<file path="config.mk">
export PLATFORM = sky130hd
export DESIGN_NAME = dohm_core
export DESIGN_NICKNAME = d
export VERILOG_FILES = /design/src/dohm_pkg.sv /design/src/dohm_map.sv /design/src/dohm_core.sv
export SDC_FILE = /design/constraint.sdc
export NUM_CORES = 1
export LEC_CHECK = 0
export BUFFER_PORTS_ARGS = -buffer_cell sky130_fd_sc_hd__buf_4
export CAP_MARGIN = 10
export CELL_PAD_IN_SITES_DETAIL_PLACEMENT = 1
export CELL_PAD_IN_SITES_GLOBAL_PLACEMENT = 1
export CORE_ASPECT_RATIO = 0.8
export CORE_UTILIZATION = 38
export CTS_CLUSTER_DIAMETER = 150
export DETAILED_ROUTE_END_ITERATION = 8
export PLACE_DENSITY_LB_ADDON = 0.05
export SETUP_SLACK_MARGIN = 0.2
export SYNTH_ARGS = -nofsm -noshare
export SYNTH_HDL_FRONTEND = slang
export SYNTH_SLANG_ARGS = --single-unit
export TNS_END_PERCENT = 1
</file>
<file path="constraint.sdc">
create_clock -name clock_i -period 3.4 [get_ports clock_i]
set_clock_uncertainty 0.15 [all_clocks]
set_input_delay 0.34 -clock clock_i [delete_from_list [all_inputs] [get_ports clock_i]]
set_output_delay 0.34 -clock clock_i [all_outputs]
set_load 0.01 [all_outputs]
</file>
<file path="src/dohm_pkg.sv">
// display offset / horizontal scroll remap: shared constants and carrier types
// assumes one 100 MHz core clock; host command pins arrive asynchronously
package dohm_pkg;
    // command bytes and parameter limits
    localparam logic [7:0] DOHM_CMD_OFFSET = 8'hC8;
    localparam logic [7:0] DOHM_CMD_SCROLL = 8'hC9;
    localparam logic [7:0] DOHM_OFFSET_MAX = 8'h9F;
    // scan geometry
    localparam logic [8:0] DOHM_ROW_COUNT = 9'h0A0;
    localparam int DOHM_COL_BITS = 7;
    // reset values and synchroniser depth
    localparam logic [7:0] DOHM_RESET_OFFSET = 8'h00;
    localparam logic [6:0] DOHM_RESET_SCROLL = 7'h00;
    localparam int DOHM_SYNC_STAGES = 2;
    // field position of the scroll value inside its parameter byte
    localparam int DOHM_SCROLL_MSB = 6;

    typedef enum logic [1:0] {
        DOHM_IDLE,
        DOHM_WAIT_OFFSET,
        DOHM_WAIT_SCROLL
    } dohm_state_t;

    // host byte pins, raw
    typedef struct packed {
        logic dc;
        logic rd_n;
        logic wr_n;
        logic cs_n;
        logic [7:0] data;
    } dohm_host_t;

    // one scan position asked for by the timing generator
    typedef struct packed {
        logic valid;
        logic [7:0] row_line;
        logic [6:0] col_line;
    } dohm_scan_t;

    // remapped display frame ram address for that position
    typedef struct packed {
        logic valid;
        logic row_active;
        logic [7:0] ram_row;
        logic [6:0] ram_col;
    } dohm_map_t;

    typedef struct packed {
        dohm_host_t sync1;
        dohm_host_t sync2;
        logic wr_n_prev;
        dohm_state_t state;
        logic [7:0] offset;
        logic [6:0] scroll;
        dohm_map_t map;
    } dohm_regs_t;
endpackage : dohm_pkg

</file>
<file path="src/dohm_map.sv">
// combinational remap from a row/column driver position to a frame ram address
// assumes offset + scanned row count stays within 160, as the host promises
`timescale 1ns/1ns
module dohm_map
    import dohm_pkg::*;
(
    // settings
    input wire logic [7:0] offset_i,
    input wire logic [6:0] scroll_i,
    input wire logic [8:0] scanned_row_count_i,
    // position in, address out
    input wire dohm_scan_t scan_i,
    output dohm_map_t map_o
);
    logic [8:0] row_sum;
    logic [8:0] row_wrapped;

    always_comb begin
        row_sum = {1'b0, scan_i.row_line} + {1'b0, offset_i};
        if (row_sum >= DOHM_ROW_COUNT) begin
            row_wrapped = row_sum - DOHM_ROW_COUNT;
        end else begin
            row_wrapped = row_sum;
        end
        map_o.valid = scan_i.valid;
        map_o.ram_row = row_wrapped[7:0];
        // lines whose ram row is beyond the scanned count stay dark
        map_o.row_active = scan_i.valid && (row_wrapped < scanned_row_count_i);
        // seven-bit add wraps modulo 128 by itself
        map_o.ram_col = scan_i.col_line + scroll_i;
    end
endmodule : dohm_map

</file>
<file path="src/dohm_core.sv">
// display offset and horizontal scroll: command capture plus scan remap
// assumes host pins are asynchronous and held stable around the write strobe rise
// Notes on behaviour
// - command C8h then one parameter byte sets the offset, legal 00h to 9Fh.
// - offset maps the display start line onto one of row outputs 0 to 159.
// - offset N shifts the image N row lines toward row output zero.
// - rows beyond the scanned count show nothing; offset wraps rows to top lines.
// - command C9h then one parameter byte; low seven bits scroll, bit 7 ignored.
// - column output zero reads ram column equal to scroll; reset value 00h.
// - scroll n puts ram column n on column output zero, 7Fh gives column 127.
// - remaining column outputs take consecutive ram columns wrapping modulo 128.
`timescale 1ns/1ns
module dohm_core
    import dohm_pkg::*;
(
    // clock and reset
    input wire logic clock_i,
    input wire logic reset_i,
    // host command pins
    input wire dohm_host_t host_i,
    // scanned row count from the multiplex setting, same clock
    input wire logic [8:0] scanned_row_count_i,
    // scan request from the timing generator, same clock
    input wire dohm_scan_t scan_i,
    // remapped address toward display frame ram read-out
    output dohm_map_t map_o,
    // current settings
    output logic [7:0] offset_o,
    output logic [6:0] scroll_o
);
    dohm_regs_t state_reg;
    dohm_regs_t state_next;
    dohm_map_t map_comb;
    logic wr_rise;
    logic byte_ok;
    logic is_cmd;
    logic is_param;

    // remap reads the live settings; ram itself is never written here
    dohm_map u_map (
        .offset_i(state_reg.offset),
        .scroll_i(state_reg.scroll),
        .scanned_row_count_i(scanned_row_count_i),
        .scan_i(scan_i),
        .map_o(map_comb)
    );

    always_comb begin
        wr_rise = state_reg.wr_n_prev == 1'b0 && state_reg.sync2.wr_n == 1'b1;
        byte_ok = wr_rise && !state_reg.sync2.cs_n && state_reg.sync2.rd_n;
        is_cmd = byte_ok && !state_reg.sync2.dc;
        is_param = byte_ok && state_reg.sync2.dc;
    end

    always_comb begin
        state_next = state_reg;
        state_next.sync1 = host_i;
        state_next.sync2 = state_reg.sync1;
        state_next.wr_n_prev = state_reg.sync2.wr_n;
        state_next.map = map_comb;
        if (is_cmd) begin
            // any other command byte drops a pending parameter wait
            if (state_reg.sync2.data == DOHM_CMD_OFFSET) begin
                state_next.state = DOHM_WAIT_OFFSET;
            end else if (state_reg.sync2.data == DOHM_CMD_SCROLL) begin
                state_next.state = DOHM_WAIT_SCROLL;
            end else begin
                state_next.state = DOHM_IDLE;
            end
        end else if (is_param) begin
            unique case (state_reg.state)
                DOHM_WAIT_OFFSET: begin
                    // out of range offsets are dropped rather than mis-wrapped
                    if (state_reg.sync2.data <= DOHM_OFFSET_MAX) begin
                        state_next.offset = state_reg.sync2.data;
                    end
                    state_next.state = DOHM_IDLE;
                end
                DOHM_WAIT_SCROLL: begin
                    state_next.scroll = state_reg.sync2.data[DOHM_SCROLL_MSB:0];
                    state_next.state = DOHM_IDLE;
                end
                DOHM_IDLE: begin
                    state_next.state = DOHM_IDLE;
                end
            endcase
        end
    end

    always_ff @(posedge clock_i or posedge reset_i) begin
        if (reset_i) begin
            state_reg.sync1 <= '{dc: 1'b0, rd_n: 1'b1, wr_n: 1'b1, cs_n: 1'b1, data: 8'h00};
            state_reg.sync2 <= '{dc: 1'b0, rd_n: 1'b1, wr_n: 1'b1, cs_n: 1'b1, data: 8'h00};
            state_reg.wr_n_prev <= 1'b1;
            state_reg.state <= DOHM_IDLE;
            state_reg.offset <= DOHM_RESET_OFFSET;
            state_reg.scroll <= DOHM_RESET_SCROLL;
            state_reg.map <= '0;
        end else begin
            state_reg <= state_next;
        end
    end

    assign map_o = state_reg.map;
    assign offset_o = state_reg.offset;
    assign scroll_o = state_reg.scroll;

    // checks
    a_offset_load: assert property (@(posedge clock_i) disable iff (reset_i)
        (is_param && state_reg.state == DOHM_WAIT_OFFSET && state_reg.sync2.data <= DOHM_OFFSET_MAX)
        |=> offset_o == $past(state_reg.sync2.data))
        else $error("offset parameter not loaded");
    a_offset_range: assert property (@(posedge clock_i) disable iff (reset_i)
        offset_o <= DOHM_OFFSET_MAX)
        else $error("offset beyond legal range");
    a_scroll_load: assert property (@(posedge clock_i) disable iff (reset_i)
        (is_param && state_reg.state == DOHM_WAIT_SCROLL)
        |=> scroll_o == $past(state_reg.sync2.data[6:0]))
        else $error("scroll parameter not loaded");
    a_param_single: assert property (@(posedge clock_i) disable iff (reset_i)
        (is_param && state_reg.state != DOHM_IDLE) |=> state_reg.state == DOHM_IDLE)
        else $error("second parameter accepted");
    a_idle_param: assert property (@(posedge clock_i) disable iff (reset_i)
        (is_param && state_reg.state == DOHM_IDLE) |=> $stable(offset_o) && $stable(scroll_o))
        else $error("stray parameter changed a setting");
    // the map register samples the setting of the cycle before, so compare against that one
    a_row_remap: assert property (@(posedge clock_i) disable iff (reset_i)
        (scan_i.valid && $stable(offset_o)) |=> map_o.valid
        && ({1'b0, map_o.ram_row}
        == (({1'b0, $past(scan_i.row_line)} + {1'b0, $past(offset_o)}) % DOHM_ROW_COUNT)))
        else $error("row remap wrong");
    a_col_wrap: assert property (@(posedge clock_i) disable iff (reset_i)
        (scan_i.valid && $stable(scroll_o))
        |=> map_o.ram_col == 7'($past(scan_i.col_line) + $past(scroll_o)))
        else $error("column remap wrong");
    a_row_blank: assert property (@(posedge clock_i) disable iff (reset_i)
        map_o.row_active |-> ({1'b0, map_o.ram_row} < DOHM_ROW_COUNT) && map_o.valid)
        else $error("row active out of range");
    a_cmd_wait: assert property (@(posedge clock_i) disable iff (reset_i)
        (is_cmd && state_reg.sync2.data == DOHM_CMD_SCROLL) |=> state_reg.state == DOHM_WAIT_SCROLL)
        else $error("scroll command not decoded");
    a_offset_cmd: assert property (@(posedge clock_i) disable iff (reset_i)
        (is_cmd && state_reg.sync2.data == DOHM_CMD_OFFSET) |=> state_reg.state == DOHM_WAIT_OFFSET)
        else $error("offset command not decoded");
    a_offset_drop: assert property (@(posedge clock_i) disable iff (reset_i)
        (is_param && state_reg.state == DOHM_WAIT_OFFSET && state_reg.sync2.data > DOHM_OFFSET_MAX)
        |=> $stable(offset_o) && state_reg.state == DOHM_IDLE)
        else $error("out of range offset taken");
    a_cmd_other: assert property (@(posedge clock_i) disable iff (reset_i)
        (is_cmd && state_reg.sync2.data != DOHM_CMD_OFFSET && state_reg.sync2.data != DOHM_CMD_SCROLL)
        |=> state_reg.state == DOHM_IDLE)
        else $error("foreign command kept a wait");
    a_cmd_settings: assert property (@(posedge clock_i) disable iff (reset_i)
        is_cmd |=> $stable(offset_o) && $stable(scroll_o))
        else $error("command byte changed a setting");
    a_strobe_refused: assert property (@(posedge clock_i) disable iff (reset_i)
        (wr_rise && !byte_ok) |=> $stable(state_reg.state) && $stable(offset_o) && $stable(scroll_o))
        else $error("refused strobe had an effect");
    a_map_valid: assert property (@(posedge clock_i) disable iff (reset_i)
        1'b1 |=> map_o.valid == $past(scan_i.valid))
        else $error("map valid does not follow scan");
    a_row_lit: assert property (@(posedge clock_i) disable iff (reset_i)
        scan_i.valid |=> map_o.row_active == ({1'b0, map_o.ram_row} < $past(scanned_row_count_i)))
        else $error("row lit state wrong");
    c_offset_set: cover property (@(posedge clock_i) disable iff (reset_i)
        is_param && state_reg.state == DOHM_WAIT_OFFSET);
    c_scroll_set: cover property (@(posedge clock_i) disable iff (reset_i)
        is_param && state_reg.state == DOHM_WAIT_SCROLL);
    c_row_dark: cover property (@(posedge clock_i) disable iff (reset_i)
        map_o.valid && !map_o.row_active);
    c_cmd_drop: cover property (@(posedge clock_i) disable iff (reset_i)
        is_cmd && state_reg.state != DOHM_IDLE && state_reg.sync2.data != DOHM_CMD_OFFSET
        && state_reg.sync2.data != DOHM_CMD_SCROLL);
    c_refused: cover property (@(posedge clock_i) disable iff (reset_i)
        wr_rise && !byte_ok);
endmodule : dohm_core

</file>
After elaboration in Yosys (flattened, before gate mapping)
Cells that the tools add are included.
W data, S select, Z words.
{ "op_classes": {"addsub": 3, "n_mul": 0, "n_div": 0, "order_cmp": 3, "eq_ne": 4, "shifts": 0, "n_mux": 9, "bitwise_logic": 2, "n_reduce_logical": 13} }
{ "op_table": {"columns": ["cell", "n"], "rows": [
  ["$mux W17", 1],
  ["$eq A8 B8 Y1 const B", 2],
  ["$mux W8", 2],
  ["$add A8 B8 Y9", 1],
  ["$ge A9 B8 Y1 const B", 1],
  ["$lt A9 B9 Y1", 1],
  ["$mux W9", 1],
  ["$sub A9 B8 Y9 const B", 1],
  ["$le A8 B8 Y1 const B", 1],
  ["$mux W2", 4],
  ["$add A7 B7 Y7", 1],
  ["$mux W7", 1],
  ["$logic_and A1 B1 Y1", 6],
  ["$reduce_and A4 Y1", 1],
  ["$reduce_and A3 Y1", 1],
  ["$reduce_or A3 Y1", 1],
  ["$eq A2 B1 Y1 const B", 1],
  ["$eq A2 B2 Y1 const B", 1],
  ["$logic_not A1 Y1", 2],
  ["$logic_not A2 Y1", 1],
  ["$not A1 Y1", 2],
  ["$reduce_bool A2 Y1", 1]
]} }
{ "word_totals": {"register_bits": 59, "latch_bits": 0, "ramBits": 0, "mem_bits_ro": 0, "n_memories": 0} }

Depth between registers and ports, before layout
Gate-level depths: netlist (run 1).
{ "depth": {"word_depth": 7, "depth_mapped": 15, "ltp_nobuf": 15} }

By module
From an unflattened synthesis (run 1), not the netlist that was laid out.
{ "unflattened": {"cells_unflattened": 235, "area_unflattened_um2": 2906.5} }
{ "by_module_without_submodules": {"columns": ["module", "instances", "cells_per_inst", "area_each_um2"], "rows": [
  ["dohm_core", 1, 121, 2024.4],
  ["dohm_map", 1, 114, 882.1]
]} }

Worst setup path after synthesis (run 1)
No wires, ideal clock.
{ "synth_path": {"path_kind": "reg-to-reg", "start": "reg state_reg (netlist bit offset_o[0])", "end": "reg state_reg (netlist bit map_o[15])", "setup_time_ns": 0.077, "arrival_ns": 2.940, "t_required_ns": 3.173, "slack_ns": 0.233, "path_stages_with_launch": 15, "path_buffers": 0, "synth_period_minus_slack_ns": 3.167, "cell_sequence": "dfrtp_1 -> ha_1 -> inv_1 -> fa_1 -> nand2b_1 -> a21oi_1 -> a31oi_1 -> or2_2 -> ha_1 -> or3_1 -> a21oi_2 -> ha_1 -> o21ai_0 -> o21ai_0 -> a21oi_1"} }
{ "synth_rtl": {"columns": ["element", "line", "text"], "rows": [
  ["from (decl)", "dohm_core.sv:31", "dohm_regs_t state_reg;"],
  ["from (signal assigned)", "dohm_core.sv:100", "state_reg <= state_next;"]
]} }

==> out/summary.txt, run 1 <==
Syn avg cell area: 11.6 sq um
Layout cells sized above 1: 0.403
Number of global-route vias before repair: 2028
Global-route usage over all layers: 0.162
PD cells: 393 nW/um^2
Mapped Area: 2970 sq um
DRT iter0 DRCs: 52
Count of warnings emitted by yosys: 0
Setup Crit Path Kind: register to register
Top FF cell, synth: dfrtp_1
HP Class: primary input to async pin
Diode count: 0
Die Ht: 81.1 microns
Layout Area Growth over Synthesis: 27.5%
Non-Filler Instances: 435
Final Cycle Share: 0.902
Most area-consuming cells after synthesis: dfrtp_1, ha_1, buf_4, dfstp_2, mux2_2
Vias per std cell: 4.62
Highest Clock Rate: 326 MHz
Final HPWL DP: 4650 microns
Final nets: 389
Gr ovfl total: 0
Routed WL: 6020 microns
CTS tree: yes
Area leader, netlist: dfrtp_1
CP max stage cell: or3_1
RSZ-0062 raised after global routing: false
Die area: 8170 sq um
Clk Latency, worst-skew pair: 0.33 ns
Detailed-route via count: 2008
Max Buffers Root-to-Sink: 2
Worst-margin pin slew: 0.758 ns
Initial core utilization: 0.396
Seq/Total Area, Yosys: 0.500
Fin. max-slew vios: 0
Root buf cell: clkbuf_8
First drt pass iteration count: 4
Yosys top cell area share: 0.438
Chip Width: 101 microns
Worst setup EP type: register
Gpl congestion: 0.800
Hold Vio Cnt, Final: 0
Final count of negative-setup-slack endpoints: 0
Clk pin slew, worst setup/hold paths: 0.07 ns
Core area: 7500 sq um
WL per Instance: 13.8 microns
Post-route DRC: 0
Min Clock Period, post-route: 3.07 ns
Critical path's most frequent cell: ha_2
P_leak: 1.88 nW
Peak supply drop: 0.000259 V
Crit-path cells: ha_2 -> inv_1 -> fa_2 -> nand2b_4 -> a21oi_4 -> a31oi_2 -> or2_4 -> ha_2 -> or3_1 -> a21oi_2 -> ha_1 -> o21ai_2 -> o21ai_1 -> a21oi_1
CP arrival: 3.16 ns
Syn Nets: 321
Syn Inst Count: 257
Ports: 71
Required time of the critical path: 3.50 ns
Initial antenna violation count: 0
Run status: finished clean
Max Cap Viol: 0
CTS Buf Count: 9
Max FFs per register: 17
Top-count cell post-synth: dfrtp_1
Seq cells post-synth: 59
Worst R2R Start: offset_o[0]$_DFFE_PP0P_
Peak per-stage delay on the critical path: 0.38 ns
I/O Buffers: 70
Slew Limit Headroom: 0.494
Pin count of the biggest net entering global routing: 37
Number of distinct library cells after synthesis: 49
Synth cell count leaders: dfrtp_1, buf_4, inv_1
CTS H-tree depth: 3
Dpl cells: 404
# rows: 28
CP Launch Type: register
Final antenna-violating net count: 0
Setup_tns: 0 ns
CTS sink count: 59
Critical path origin: offset_o[0]$_DFFE_PP0P_
EDFF count, synth: 0
CP max FO: 4
Async SR Flop Fraction: 1.00
First-pass GRT wire length: 9870 microns
[worst paths after layout]
check	end	slack, ns	cells after the start
max reg2reg	map_o[15]$_DFF_PP0_	0.33	14
min in group clock_i	map_o[0]$_DFF_PP0_	0.08	2
min	map_o[1]$_DFF_PP0_	0.004	2
max	map_o[15]$_DFF_PP0_	0.33	14
max in group asynchronous	state_reg[43]$_DFF_PP1_	2.37	3
min reg2reg	state_reg[42]$_DFF_PP0_	0.20	0
[critical path: cells and delay by family, from the launching register on]
kind / cells / cell delay [ns]
adders and majority gates: 4 / 0.99
and+or+nand+nor: 3 / 0.79
AOI/OAI and AO/OA: 6 / 0.64
DFF: 1 / 0.36
buffers and inverters: 1 / 0.06
[report_power, final]
group	switching (mW)	leakage (nW)	internal [mW]
logic	0.0825	1.07	0.0933
registers	0.0118	0.722	0.733
clock network	0.299	0.0818	0.267
[layout make-up]
type,count,area (sq um)
clock buffers,9,124
clock inverters,7,53.8
fillers,848,3710
inverters,27,101
multi-input cells,137,1170
flip-flops and latches,59,1490
well taps,105,131
repair buffers,91,716
[cell families (layout without fill, tap and decap cells)]
logic type      count (synthesis)  after routing  share of synthesized area
mux                            13             13                     0.0493
simple gates                   41             41                     0.0780
buf+inv                        61            134                      0.118
xor+xnor                        8              8                     0.0236
compound gates                 50             50                      0.120
fa+ha+maj                      25             25                      0.110
flops                          59             59                      0.500
[routing by layer]
| metal | track usage | vias up | wire (microns) |
|---|---|---|---|
| met2 | 0.247 | 49 | 2710 |
| met3 | 0.0448 | 5 | 280 |
| li1 | - | 996 | - |
| met5 | 0 | - | 0 |
| met1 | 0.222 | 958 | 2980 |
| met4 | 0.0565 | 0 | 47 |
[timing repair]
item,CTS,global route
setup endpoints to repair,1,1
hold endpoints to repair,13,0
gates cloned,0,0
buffers inserted,1,1
pin swaps,0,3
resized for setup,5,8
hold buffers,13,0
[stage by stage]
| step | hold slack [ns] | setup WS [ns] | power [mW] | utilization | cell area, sq um |
|---|---|---|---|---|---|
| 2_1_floorplan | 0.181 | 0.233 | 0.854 | - | 2970 |
| 3_3_place_gp | 0.182 | 0.0474 | 0.915 | 0.456 | 3420 |
| 3_5_place_dp | 0.186 | -0.0140 | 0.921 | 0.456 | 3420 |
| 4_1_cts | 0.0301 | 0.201 | 1.52 | 0.501 | 3750 |
| 5_1_grt | 0.0624 | 0.182 | 1.57 | 0.505 | 3780 |
| 6_report | 0.00410 | 0.335 | 1.49 | 0.505 | 3780 |
[cell usage in the layout, fill, tap and decap left out, drive strengths merged, types with 9 or more instances in the layout]
cell,count
clkbuf,9
o21ai,12
buf,78
dfrtp,52
inv,28
dlygate4sd3,13
ha,23
mux2,13
a21oi,10
nor2,10
Note: power is estimated with default switching activity, not from simulation.
==> run 2, diff against run 1 <==
==> constraint.sdc (replaced) <==
create_clock -name clock_i -period 3.4 [get_ports clock_i]
set_clock_uncertainty 0.15 [all_clocks]
set_input_delay 0 -clock clock_i [delete_from_list [all_inputs] [get_ports clock_i]]
set_output_delay 0 -clock clock_i [all_outputs]
set_load 0.01 [all_outputs]
==> out/summary.txt, run 2 (synthesis gave the netlist of run 1 again) <==
CTS Buf Count: 9
Ports: 71
Max Buffers Root-to-Sink: 2
Min Clock Period, post-route: 3.07 ns
Max FFs per register: 17
Worst R2R Start: offset_o[0]$_DFFE_PP0P_
Slew Limit Headroom: 0.396
Peak per-stage delay on the critical path: 0.38 ns
Layout Area Growth over Synthesis: 31.5%
Crit-path cells: ha_2 -> inv_1 -> fa_2 -> nand2b_4 -> a21oi_4 -> a31oi_4 -> or2_4 -> ha_2 -> or3_1 -> a21oi_2 -> ha_1 -> o21ai_2 -> o21ai_1 -> a21oi_1
Critical path buffers and inverters: 1
RSZ-0062 raised after global routing: false
CTS H-tree depth: 3
DRT iter0 DRCs: 29
Worst R2R End: map_o[15]$_DFF_PP0_
First drt pass iteration count: 4
Total power: 1.50 mW
Most common cell after layout, fill and taps aside: buf_4
Required time of the critical path: 3.51 ns
Dpl cells: 401
PD cells: 385 nW/um^2
Core area: 7500 sq um
Run status: finished clean
Die Ht: 81.1 microns
Gr ovfl total: 0
Non-Filler Instances: 445
Pin count of the biggest net entering global routing: 43
Layout cells sized above 1: 0.382
Critical path origin: offset_o[0]$_DFFE_PP0P_
Initial antenna violation count: 0
Final antenna-violating net count: 0
Worst-margin pin slew: 0.905 ns
Flop2flop setup slack: 0.33 ns
P_leak: 1.92 nW
Multi-input gate area: 1190 sq um
Clk Latency, worst-skew pair: 0.34 ns
Die area: 8170 sq um
Fin. max-slew vios: 0
Worst setup EP type: register
Clk pin slew, worst setup/hold paths: 0.07 ns
Worst hold start: scan_i[8]
Area of placed instances: 3400 sq um
CP endpoint: map_o[15]$_DFF_PP0_
CTS tree: yes
Register area: 1490 sq um
Initial core utilization: 0.396
Final nets: 399
FF-to-FF path depth: 14
Hold Vio Cnt, Final: 0
CTS sink count: 59
Vias per std cell: 4.62
I/O Buffers: 70
Diode count: 0
Delay-heaviest family, CP: adder cells
Number of global-route vias before repair: 2100
HP Class: primary input to register
Post-route cell area: 3910 sq um
Detailed-route via count: 2054
Fillers: 849
Root buf cell: clkbuf_8
Final Cycle Share: 0.903
CP arrival: 3.18 ns
CP Launch Type: register
Peak supply drop: 0.000281 V
Critical path's most frequent cell: ha_2
Crit path depth: 14
# rows: 28
Setup Crit Path Kind: register to register
Highest Clock Rate: 326 MHz
Final HPWL DP: 4560 microns
Final count of negative-setup-slack endpoints: 0
CP max FO: 4
Post-route DRC: 0
Chip Width: 101 microns
CP max stage cell: or3_1
Most frequent cells in the layout: buf_4, dfrtp_1, inv_1, dlygate4sd3_1, ha_1
Routed WL: 6300 microns
Gpl congestion: 0.773
First-pass GRT wire length: 10200 microns
WL per Instance: 14.2 microns
Max Cap Viol: 0
Global-route usage over all layers: 0.166
-- run 2: cell count changes in the layout (fill, tap and decap cells not counted), sizes merged --
cell         before  now
buf              78   76
dlygate4sd3      13   25
-- run 2: layout make-up --
cell class | count | share of cell area
sequential | 59 | 0.380
multi-input combinational | 137 | 0.304
timing repair buffer | 101 | 0.210
tap | 105 | 0.0336
clock buffer | 9 | 0.0317
inverter | 27 | 0.0260
clock inverter | 7 | 0.0138
-- run 2: worst min path at each step --
stage,slack [ns],cells after the start,to
5_1_grt,0.04,4,map_o[8]$_DFF_PP0_
2_1_floorplan,-0.15,0,state_next[43]$_DFF_PP1_
6_report,0.02,4,map_o[8]$_DFF_PP0_
3_5_place_dp,-0.04,1,state_next[45]$_DFF_PP1_
3_3_place_gp,-0.04,1,state_next[43]$_DFF_PP1_
4_1_cts,0.005,5,map_o[15]$_DFF_PP0_
-- run 2: power by group --
group | switching [mW] | internal (mW)
Sequential | 0.0117 | 0.733
Combinational | 0.0865 | 0.102
Clock | 0.303 | 0.267
-- run 2: stage by stage --
step                hold slack [ns]  worst slack [ns]   util  TNS, ns
finish                       0.0187             0.330  0.521        0
global route                 0.0423             0.189  0.521        0
CTS                         0.00486             0.235  0.518        0
detailed placement          -0.0407           -0.0442  0.453  -0.0442
global placement            -0.0421            0.0824  0.453        0
floorplan                    -0.146             0.233      -        0
-- run 2: timing repair --
item,4_1_cts,5_1_grt
setup buffers,3,0
hold buffers,25,0
setup endpoints to repair,1,1
pin swaps,2,2
resized for setup,9,5
hold endpoints to repair,56,0
-- run 2: routing by layer --
metal | vias up | routed length [microns] | track usage
li1 | 1010 | - | -
met1 | 983 | 3130 | 0.231
met2 | 52 | 2850 | 0.251
met3 | 9 | 241 | 0.0456
met4 | 0 | 78 | 0.0522
met5 | - | 0 | 0
-- run 2: worst reg2reg max path: cells and delay by family (launching register included) --
kind | cells | cell delay [ns]
simple gates | 3 | 0.79
compound gates | 6 | 0.66
buf+inv | 1 | 0.05
fa+ha+maj | 4 | 0.95
flops | 1 | 0.36
